<file path="src/sbrg_pkg.sv">
`default_nettype none
package sbrg_pkg;
   // ==========================================
   // register map, 8-bit data, one register per address
   localparam logic [2:0] ADDR_BAUD_CTRL = 3'h0;
   localparam logic [2:0] ADDR_DIV_LOW = 3'h1;
   localparam logic [2:0] ADDR_DIV_HIGH = 3'h2;
   localparam logic [2:0] ADDR_MODE = 3'h3;
   localparam logic [2:0] ADDR_INT_STAT = 3'h4;
   localparam logic [2:0] ADDR_INT_MASK = 3'h5;
   // baud_control fields
   localparam int BC_ABD_OVF = 7;
   localparam int BC_RX_IDLE = 6;
   localparam int BC_CLK_POL = 4;
   localparam int BC_WIDE = 3;
   localparam int BC_WAKE = 1;
   localparam int BC_ABD = 0;
   // mode register fields
   localparam int MODE_SYNC = 0;
   localparam int MODE_HS = 1;
   // interrupt status / mask fields
   localparam int INT_WAKE = 0;
   localparam int INT_ABD_DONE = 1;
   localparam int INT_ABD_OVF = 2;
   localparam int INT_W = 3;
   // reset values
   localparam logic [7:0] RST_BYTE = 8'h00;
   localparam logic [2:0] RST_INT = 3'h0;
   // ==========================================
   // timing: prescaler tops (multiplier - 1) and shifts
   localparam logic [5:0] PRE_TOP_64 = 6'h3f;
   localparam logic [5:0] PRE_TOP_16 = 6'h0f;
   localparam logic [5:0] PRE_TOP_4 = 6'h03;
   localparam logic [4:0] MULT_SH_64 = 5'h06;
   localparam logic [4:0] MULT_SH_16 = 5'h04;
   localparam logic [4:0] MULT_SH_4 = 5'h02;
   // auto-baud: 8 bit times measured, four falls after the start fall
   localparam logic [4:0] ABD_BITS_SH = 5'h03;
   localparam logic [2:0] ABD_FALLS = 3'h4;
   localparam int ABD_CW = 25;
   // ==========================================
   typedef enum logic [1:0] {MULT_64, MULT_16, MULT_4} sbrg_mult_t;
   typedef enum logic [1:0] {ABD_IDLE, ABD_WAIT, ABD_MEASURE} sbrg_abd_t;
   typedef struct packed {
      logic wr;
      logic rd;
      logic [2:0] addr;
      logic [7:0] wdata;
   } sbrg_bus_t;
   typedef struct packed {
      logic [5:0] pre;
      logic [15:0] count;
      logic tick;
   } sbrg_tmr_t;
   typedef struct packed {
      logic clk_pol;
      logic wide;
      logic wake_en;
      logic abd_en;
      logic abd_ovf;
      logic [7:0] div_lo;
      logic [7:0] div_hi;
      logic sync;
      logic hs;
      logic [INT_W-1:0] int_stat;
      logic [INT_W-1:0] int_mask;
      logic [7:0] rdata;
      sbrg_abd_t abd_state;
      logic [ABD_CW-1:0] abd_cnt;
      logic [2:0] abd_falls;
      logic rx_s1;
      logic rx_s2;
      logic rx_prev;
      logic wake_pulse;
   } sbrg_state_t;
endpackage : sbrg_pkg
`default_nettype wire

</file>
<file path="src/sbrg_timer.sv">
`timescale 1ns/100ps
`default_nettype none
module sbrg_timer (
   input wire logic i_clk,
   input wire logic i_rst_b,
   input wire logic i_clear,
   input wire sbrg_pkg::sbrg_mult_t i_mult,
   input wire logic i_wide,
   input wire logic [15:0] i_divisor,
   output logic o_tick
);
   import sbrg_pkg::*;
   sbrg_tmr_t st_r, st_nxt;
   logic [5:0] pre_top;
   logic [4:0] mult_sh;
   logic hit;

   // ==========================================
   // prescaler then n+1 step counter
   always_comb begin
      case (i_mult)
         MULT_64: begin pre_top = PRE_TOP_64; mult_sh = MULT_SH_64; end
         MULT_16: begin pre_top = PRE_TOP_16; mult_sh = MULT_SH_16; end
         MULT_4: begin pre_top = PRE_TOP_4; mult_sh = MULT_SH_4; end
         default: begin pre_top = PRE_TOP_64; mult_sh = MULT_SH_64; end
      endcase
   end

   // narrow mode compares only the low byte
   assign hit = i_wide ? (st_r.count == i_divisor) : (st_r.count[7:0] == i_divisor[7:0]);

   always_comb begin
      st_nxt = st_r;
      st_nxt.tick = 1'b0;
      if (i_clear) begin
         st_nxt.pre = 6'h00;
         st_nxt.count = 16'h0000;
      end else if (st_r.pre == pre_top) begin
         st_nxt.pre = 6'h00;
         if (hit) begin
            st_nxt.count = 16'h0000;
            st_nxt.tick = 1'b1;
         end else if (i_wide) begin
            st_nxt.count = st_r.count + 16'h0001;
         end else begin
            st_nxt.count = {8'h00, st_r.count[7:0] + 8'h01};
         end
      end else begin
         st_nxt.pre = st_r.pre + 6'h01;
      end
   end

   always_ff @(posedge i_clk or negedge i_rst_b) begin
      if (!i_rst_b) begin
         st_r <= '0;
      end else begin
         st_r <= st_nxt;
      end
   end

   assign o_tick = st_r.tick;

   // ==========================================
   // checking helpers: cycles since last tick or clear
   logic [23:0] gap_r, exp_per;
   logic gap_ok_r;
   logic [16:0] prev_cfg_r;
   logic [15:0] prev_div_r;
   // a clear loads the new divisor one edge late; do not count that as a change
   logic clr_d_r;
   assign exp_per = ({8'h00, (i_wide ? i_divisor : {8'h00, i_divisor[7:0]})} + 24'h000001) << mult_sh;

   always_ff @(posedge i_clk or negedge i_rst_b) begin
      if (!i_rst_b) begin
         gap_r <= 24'h000000;
         gap_ok_r <= 1'b0;
         prev_cfg_r <= 17'h00000;
         prev_div_r <= 16'h0000;
         clr_d_r <= 1'b0;
      end else begin
         prev_cfg_r <= {14'h0000, i_mult, i_wide};
         prev_div_r <= i_divisor;
         clr_d_r <= i_clear;
         if (i_clear || st_nxt.tick) begin
            gap_r <= 24'h000001;
            gap_ok_r <= i_clear || gap_ok_r;
         end else begin
            gap_r <= gap_r + 24'h000001;
         end
         if (!i_clear && !clr_d_r && ((prev_cfg_r != {14'h0000, i_mult, i_wide}) || (prev_div_r != i_divisor))) begin
            gap_ok_r <= 1'b0;
         end
      end
   end
endmodule : sbrg_timer
`default_nettype wire

</file>
<file path="src/sbrg_top.sv">
// The implementer's own choices: the register addresses and the plain strobed port.
`timescale 1ns/100ps
`default_nettype none
// Summary of operation
// one baud timer, 8 or 16 bit
// narrow after reset, wide while select set
// free running, period n plus one
// async multiplier 64, 16 or 4
// sync ignores high speed, divides by four
// divisor is high and low pair
// divisor write clears the timer
// software checks receive idle before clock change
// auto-baud runs in async, self clears
// wide divider reaches slow rates
// wake edge sets flag, clears enable
module sbrg_top (
   input wire logic i_clk,
   input wire logic i_rst_b,
   input wire sbrg_pkg::sbrg_bus_t i_bus,
   input wire logic i_rx,
   input wire logic i_receive_idle_flag,
   output logic [7:0] o_rdata,
   output logic o_baud_tick,
   output logic o_receive_int_flag_set,
   output logic o_clk_pol,
   output logic o_sync_mode,
   output logic o_irq
);
   import sbrg_pkg::*;

   sbrg_state_t st_r, st_nxt;
   sbrg_mult_t mult;
   logic [4:0] abd_sh;
   logic [ABD_CW-1:0] abd_q;
   logic [15:0] abd_n;
   logic abd_fits;
   logic fall;
   logic div_wr;
   logic abd_load;
   logic timer_clear;
   logic [INT_W-1:0] ev;

   // ==========================================
   // multiplier select
   always_comb begin
      if (st_r.sync) begin
         mult = MULT_4;
      end else begin
         case ({st_r.hs, st_r.wide})
            2'b00: mult = MULT_64;
            2'b11: mult = MULT_4;
            default: mult = MULT_16;
         endcase
      end
   end

   // auto-baud result: measured clocks over 8 bit times
   always_comb begin
      case (mult)
         MULT_64: abd_sh = MULT_SH_64 + ABD_BITS_SH;
         MULT_16: abd_sh = MULT_SH_16 + ABD_BITS_SH;
         MULT_4: abd_sh = MULT_SH_4 + ABD_BITS_SH;
         default: abd_sh = MULT_SH_64 + ABD_BITS_SH;
      endcase
   end
   assign abd_q = st_r.abd_cnt >> abd_sh;
   assign abd_n = abd_q[15:0] - 16'h0001;
   // narrow width only holds a byte; a wide divisor reaches slow rates
   assign abd_fits = (abd_q != '0) && (st_r.wide ? (abd_q[ABD_CW-1:16] == '0) : (abd_q[ABD_CW-1:8] == '0));

   // edge detect reads the second sync stage and its delayed copy only
   assign fall = st_r.rx_prev & ~st_r.rx_s2;
   assign div_wr = i_bus.wr && ((i_bus.addr == ADDR_DIV_LOW) || (i_bus.addr == ADDR_DIV_HIGH));

   // ==========================================
   // next state
   always_comb begin
      st_nxt = st_r;
      ev = RST_INT;
      abd_load = 1'b0;
      st_nxt.rdata = RST_BYTE;
      st_nxt.wake_pulse = 1'b0;
      // two-flop synchroniser on the pin, then edge stage
      st_nxt.rx_s1 = i_rx;
      st_nxt.rx_s2 = st_r.rx_s1;
      st_nxt.rx_prev = st_r.rx_s2;

      // wake on falling edge, async only
      if (st_r.wake_en && !st_r.sync && fall) begin
         st_nxt.wake_en = 1'b0;
         st_nxt.wake_pulse = 1'b1;
         ev[INT_WAKE] = 1'b1;
      end

      // auto-baud measurement
      case (st_r.abd_state)
         ABD_IDLE: begin
            if (st_r.abd_en && !st_r.sync) begin
               st_nxt.abd_state = ABD_WAIT;
            end
         end
         ABD_WAIT: begin
            if (!st_r.abd_en || st_r.sync) begin
               st_nxt.abd_state = ABD_IDLE;
            end else if (fall) begin
               st_nxt.abd_state = ABD_MEASURE;
               st_nxt.abd_cnt = '0;
               st_nxt.abd_falls = 3'h0;
            end
         end
         ABD_MEASURE: begin
            st_nxt.abd_cnt = st_r.abd_cnt + 25'h0000001;
            if (!st_r.abd_en || st_r.sync) begin
               st_nxt.abd_state = ABD_IDLE;
            end else if (fall && (st_r.abd_falls == ABD_FALLS - 3'h1)) begin
               st_nxt.abd_state = ABD_IDLE;
               st_nxt.abd_en = 1'b0;
               if (abd_fits) begin
                  abd_load = 1'b1;
                  st_nxt.div_lo = abd_n[7:0];
                  st_nxt.div_hi = st_r.wide ? abd_n[15:8] : st_r.div_hi;
                  ev[INT_ABD_DONE] = 1'b1;
               end else begin
                  ev[INT_ABD_OVF] = 1'b1;
               end
            end else if (&st_r.abd_cnt) begin
               // counter would wrap: give up rather than report garbage
               st_nxt.abd_state = ABD_IDLE;
               st_nxt.abd_en = 1'b0;
               ev[INT_ABD_OVF] = 1'b1;
            end else if (fall) begin
               st_nxt.abd_falls = st_r.abd_falls + 3'h1;
            end
         end
         default: st_nxt.abd_state = ABD_IDLE;
      endcase

      // software writes override hardware clears of control bits
      if (i_bus.wr) begin
         case (i_bus.addr)
            ADDR_BAUD_CTRL: begin
               st_nxt.clk_pol = i_bus.wdata[BC_CLK_POL];
               st_nxt.wide = i_bus.wdata[BC_WIDE];
               st_nxt.wake_en = i_bus.wdata[BC_WAKE];
               st_nxt.abd_en = i_bus.wdata[BC_ABD];
               st_nxt.abd_ovf = st_r.abd_ovf & i_bus.wdata[BC_ABD_OVF];
            end
            ADDR_DIV_LOW: st_nxt.div_lo = i_bus.wdata;
            ADDR_DIV_HIGH: st_nxt.div_hi = i_bus.wdata;
            ADDR_MODE: begin
               st_nxt.sync = i_bus.wdata[MODE_SYNC];
               st_nxt.hs = i_bus.wdata[MODE_HS];
            end
            ADDR_INT_MASK: st_nxt.int_mask = i_bus.wdata[INT_W-1:0];
            default: ;
         endcase
      end

      // reads: data in the following cycle, status clears on read
      if (i_bus.rd) begin
         case (i_bus.addr)
            ADDR_BAUD_CTRL: begin
               st_nxt.rdata[BC_ABD_OVF] = st_r.abd_ovf;
               st_nxt.rdata[BC_RX_IDLE] = i_receive_idle_flag;
               st_nxt.rdata[BC_CLK_POL] = st_r.clk_pol;
               st_nxt.rdata[BC_WIDE] = st_r.wide;
               st_nxt.rdata[BC_WAKE] = st_r.wake_en;
               st_nxt.rdata[BC_ABD] = st_r.abd_en;
            end
            ADDR_DIV_LOW: st_nxt.rdata = st_r.div_lo;
            ADDR_DIV_HIGH: st_nxt.rdata = st_r.div_hi;
            ADDR_MODE: begin
               st_nxt.rdata[MODE_SYNC] = st_r.sync;
               st_nxt.rdata[MODE_HS] = st_r.hs;
            end
            ADDR_INT_STAT: begin
               st_nxt.rdata[INT_W-1:0] = st_r.int_stat;
               st_nxt.int_stat = RST_INT;
            end
            ADDR_INT_MASK: st_nxt.rdata[INT_W-1:0] = st_r.int_mask;
            default: st_nxt.rdata = RST_BYTE;
         endcase
      end

      // hardware sets win over read-clear and write-clear
      st_nxt.int_stat = st_nxt.int_stat | ev;
      if (ev[INT_ABD_OVF]) begin
         st_nxt.abd_ovf = 1'b1;
      end
   end

   always_ff @(posedge i_clk or negedge i_rst_b) begin
      if (!i_rst_b) begin
         st_r <= '0;
      end else begin
         st_r <= st_nxt;
      end
   end

   // ==========================================
   // baud timer; a new divisor restarts it at once
   assign timer_clear = div_wr || abd_load;

   sbrg_timer u_timer (
      .i_clk(i_clk),
      .i_rst_b(i_rst_b),
      .i_clear(timer_clear),
      .i_mult(mult),
      .i_wide(st_r.wide),
      .i_divisor({st_r.div_hi, st_r.div_lo}),
      .o_tick(o_baud_tick)
   );

   // outputs
   assign o_rdata = st_r.rdata;
   assign o_receive_int_flag_set = st_r.wake_pulse;
   assign o_clk_pol = st_r.clk_pol;
   assign o_sync_mode = st_r.sync;
   assign o_irq = |(st_r.int_stat & st_r.int_mask);

   // ==========================================
   // checks
   logic ctrl_touched_r;
   always_ff @(posedge i_clk or negedge i_rst_b) begin
      if (!i_rst_b) begin
         ctrl_touched_r <= 1'b0;
      end else if (i_bus.wr && (i_bus.addr == ADDR_BAUD_CTRL)) begin
         ctrl_touched_r <= 1'b1;
      end
   end
endmodule : sbrg_top
`default_nettype wire

</file>
<file path="config.mk">
export PLATFORM = sky130hd
export DESIGN_NAME = sbrg_top
export DESIGN_NICKNAME = d
export VERILOG_FILES = /design/src/sbrg_pkg.sv /design/src/sbrg_timer.sv /design/src/sbrg_top.sv
export SDC_FILE = /design/constraint.sdc
export NUM_CORES = 1
export LEC_CHECK = 0
export BUFFER_PORTS_ARGS = -buffer_cell sky130_fd_sc_hd__buf_4
export CORE_ASPECT_RATIO = 1.1
export CORE_MARGIN = 5
export CORE_UTILIZATION = 40
export CTS_CLUSTER_DIAMETER = 200
export CTS_CLUSTER_SIZE = 28
export DETAILED_ROUTE_END_ITERATION = 12
export SETUP_SLACK_MARGIN = 0.3
export SYNTH_ARGS = -nofsm -noshare
export SYNTH_HDL_FRONTEND = slang
export SYNTH_SLANG_ARGS = --single-unit
</file>
<file path="constraint.sdc">
create_clock -name i_clk -period 5.83 [get_ports i_clk]
set_input_delay 0.8745 -clock i_clk [delete_from_list [all_inputs] [get_ports i_clk]]
set_output_delay 0.8745 -clock i_clk [all_outputs]
set_load 0.005 [all_outputs]
</file>
==> qor.txt <==
Crit path largest cell delay = 0.74 ns
Bufs on Longest Clock Path = 2
endpoint class of the critical path = flop
Max-slew headroom = 0.3826
syn_nets = 670
WHS Path Cells = 0
Period minus WS final = 3.859 ns
die width = 125.0 µm
total wire length = 14320 µm
total power draw = 1.940 mW
fin area = 6336 µm²
synthesized area = 5818 µm²
# Post-CTS Setup Buffers = 0
Hold Vio Cnt, Final = 0
CTS sink count = 94
maxcap violations = 0
Cells after Synth = 646
Routed Antenna Nets = 0
CTS buffer count = 9
gr usage total = 0.1764
Final TNS setup = 0 ns
Setup CP Type = reg2reg
Final Cycle Share = 0.6620
worst endpoint required time = 6.06 ns
worst r2r dst = u_timer.st_r[20]
Max IR drop VDD = 0.0001134 V
Final Max Tran Viols = 0
HP Start = st_nxt[2]
HPWL Detailed = 10620 µm
register area share after synthesis = 0.4043
Worst Hold Endpoint = st_nxt[1]
skew final = 0.008294 ns
Vias/cell = 5.730
initial antenna violation count = 0
Core Box Area = 14330 µm²
RSZ-0062 raised after global routing = false
Worst Reg-to-Reg Cells = 9
DRT Pass-1 Iters = 6
PostCTS Resize Cnt = 0
nets@finish = 673
initial DRC count = 563
cts hold-fix bufs = 0
ys async rst share = 1.000
DP Area = 6050 µm²
status = complete, no violations
Overflow after GRT = 0
CTS tree = yes
Starting Density = 0.4060
Area growth syn-to-layout = 8.903%
Yosys reg bits = 94
Cell Chain, Critical Path = ha_1 > or2_1 > o22ai_1 > a21oi_2 > nand4_2 > o21a_1 > o31ai_4 > nand2b_1 > nor2_1
largest net degree at the start of global routing = 55
Max Freq = 259.1 MHz
IO Pins = 30
Post-synth EDFFs = 0
vias in the first global route = 4790
clk slew on worst S/H paths = 0.06 ns
Post-synth top flop = dfrtp_1
share of layout cells above drive strength 1 = 0.1239
# setup viols final = 0
H-tree depth = 3
CP Max Fanout = 19
DR WL/cell = 16.93 µm
reg2reg start = st_r[69]
die span in y = 136.5 µm
arrival time at the worst endpoint = 4.09 ns
synth unique cells = 65
Startpoint Class = flop
full die area = 17060 µm²
row count = 46
clk_lat worst skew = 0.35 ns
first-pass GRT wire length = 24420 µm
DRC Markers = 0
worst hold path type = reg2reg
Root Driver = clkbuf_16
Reg2Reg Setup Slack = 1.97 ns
Synth Area per Inst = 9.006 µm²
port bufs = 29
Pwr Density = 306.1 nW/µm²
Worst Tran Pin Value = 0.9217 ns
routability congestion estimate = 0.8795
Pleak = 2.693 nW
Vias = 4848
crit path max-delay cell type = o31ai_4
Antenna Cells = 0
Warnings, synthesis = 0
## power breakdown
group	switching (mW)	internal, mW	total [mW]
combinational	0.319	0.228	0.547
sequential	0.0937	0.730	0.823
clock	0.256	0.314	0.570
## area by class of cell
class,instances,area [µm²]
clock buffers,12,256.5
clock inverters,4,30.03
fillers,1394,7995
inverters,18,67.56
multi-input cells,493,3142
flip-flops and latches,94,2352
well taps,192,240.2
repair buffers,33,247.7
## state kept, by name (all words and copies together), names as in the netlist
| signal | flops |
|---|---|
| o_sync_mode | 1 |
| st_nxt | 2 |
| u_timer.o_tick | 1 |
| o_clk_pol | 1 |
| o_receive_int_flag_set | 1 |
| st_r | 58 |
| u_timer.st_r | 22 |
| o_rdata | 8 |
## worst max-delay path by stage
stage	startpoint	to	slack (ns)	cells after the start
final	st_r[69]	u_timer.st_r[20]	1.97	9
after global routing	st_r[69]	u_timer.st_r[20]	1.72	9
after CTS	st_r[69]	u_timer.st_r[20]	1.97	9
after detailed placement	st_r[69]	u_timer.st_r[20]	1.98	9
after global placement	st_r[69]	u_timer.st_r[19]	2.11	9
after floorplan	st_r[69]	st_r[59]	3.03	13
## cells in the final DEF (no fill, tap or decap), drive strengths merged, types with 7 or more instances in the layout
master / netlist / layout
o22ai: 28 / 28
clkbuf: 14 / 12
a21oi: 41 / 41
nor4: 9 / 9
xnor2: 7 / 7
a22oi: 10 / 10
nor2b: 19 / 19
mux2: 11 / 11
nand2: 60 / 60
xor2: 25 / 25
buf: 27 / 33
and3: 11 / 11
nor2: 49 / 49
nand3: 31 / 31
nor3: 12 / 12
ha: 7 / 7
or3: 12 / 12
dfrtp: 94 / 94
inv: 17 / 18
mux2i: 29 / 29
o21ai: 60 / 60
a21o: 8 / 8
nand4: 12 / 12
## cells in the mapped netlist (8+ instances only)
cell type | n | area share
a21oi_1 | 36 | 0.031
a22oi_1 | 10 | 0.013
and3_1 | 11 | 0.012
buf_4 | 10 | 0.013
buf_6 | 8 | 0.015
clkbuf_1 | 14 | 0.0090
dfrtp_1 | 94 | 0.40
inv_1 | 17 | 0.011
mux2_2 | 8 | 0.015
mux2i_1 | 29 | 0.050
nand2_1 | 60 | 0.039
nand3_1 | 31 | 0.027
nand4_1 | 9 | 0.0097
nor2_1 | 49 | 0.032
nor2b_1 | 19 | 0.020
nor3_1 | 11 | 0.0095
nor4_1 | 8 | 0.0086
o21ai_0 | 44 | 0.038
o21ai_1 | 16 | 0.014
o22ai_1 | 27 | 0.029
or3_1 | 12 | 0.013
xor2_1 | 25 | 0.038
## per-stage QoR
| stage | hold WS (ns) | utilization | instances | setup WS [ns] |
|---|---|---|---|---|
| after floorplan | 0.3312 | - | 646 | 3.032 |
| after global placement | 0.3331 | 0.4221 | 830 | 2.106 |
| after detailed placement | 0.3347 | 0.4221 | 830 | 1.978 |
| after CTS | 0.3497 | 0.4421 | 846 | 1.967 |
| after global routing | 0.3695 | 0.4421 | 846 | 1.719 |
| final | 0.3473 | 0.4421 | 846 | 1.971 |
## critical path: cells and delay by family, from the launching register on
kind | cells | cell delay [ns]
AOI/OAI and AO/OA | 4 | 1.48
adders and majority gates | 1 | 0.66
DFF | 1 | 0.42
and+or+nand+nor | 4 | 1.16
## layer usage
metal / up-vias / global-route usage / part of all wire
met4: 0 / 0.07410 / 0.028
met3: 26 / 0.02420 / 0.033
met5: - / 0 / 0
li1: 2347 / - / -
met1: 2361 / 0.2264 / 0.45
met2: 114 / 0.3013 / 0.49
## logic make-up (layout without fill, tap and decap cells)
| group | Yosys count | after routing | synth area share |
|---|---|---|---|
| simple gates | 240 | 240 | 0.2151 |
| compound gates | 173 | 173 | 0.1867 |
| flops | 94 | 94 | 0.4043 |
| buf+inv | 59 | 67 | 0.05570 |
| mux | 41 | 41 | 0.07505 |
| xor+xnor | 32 | 32 | 0.04817 |
| fa+ha+maj | 7 | 7 | 0.01505 |
(Power assumes the default switching activity.)
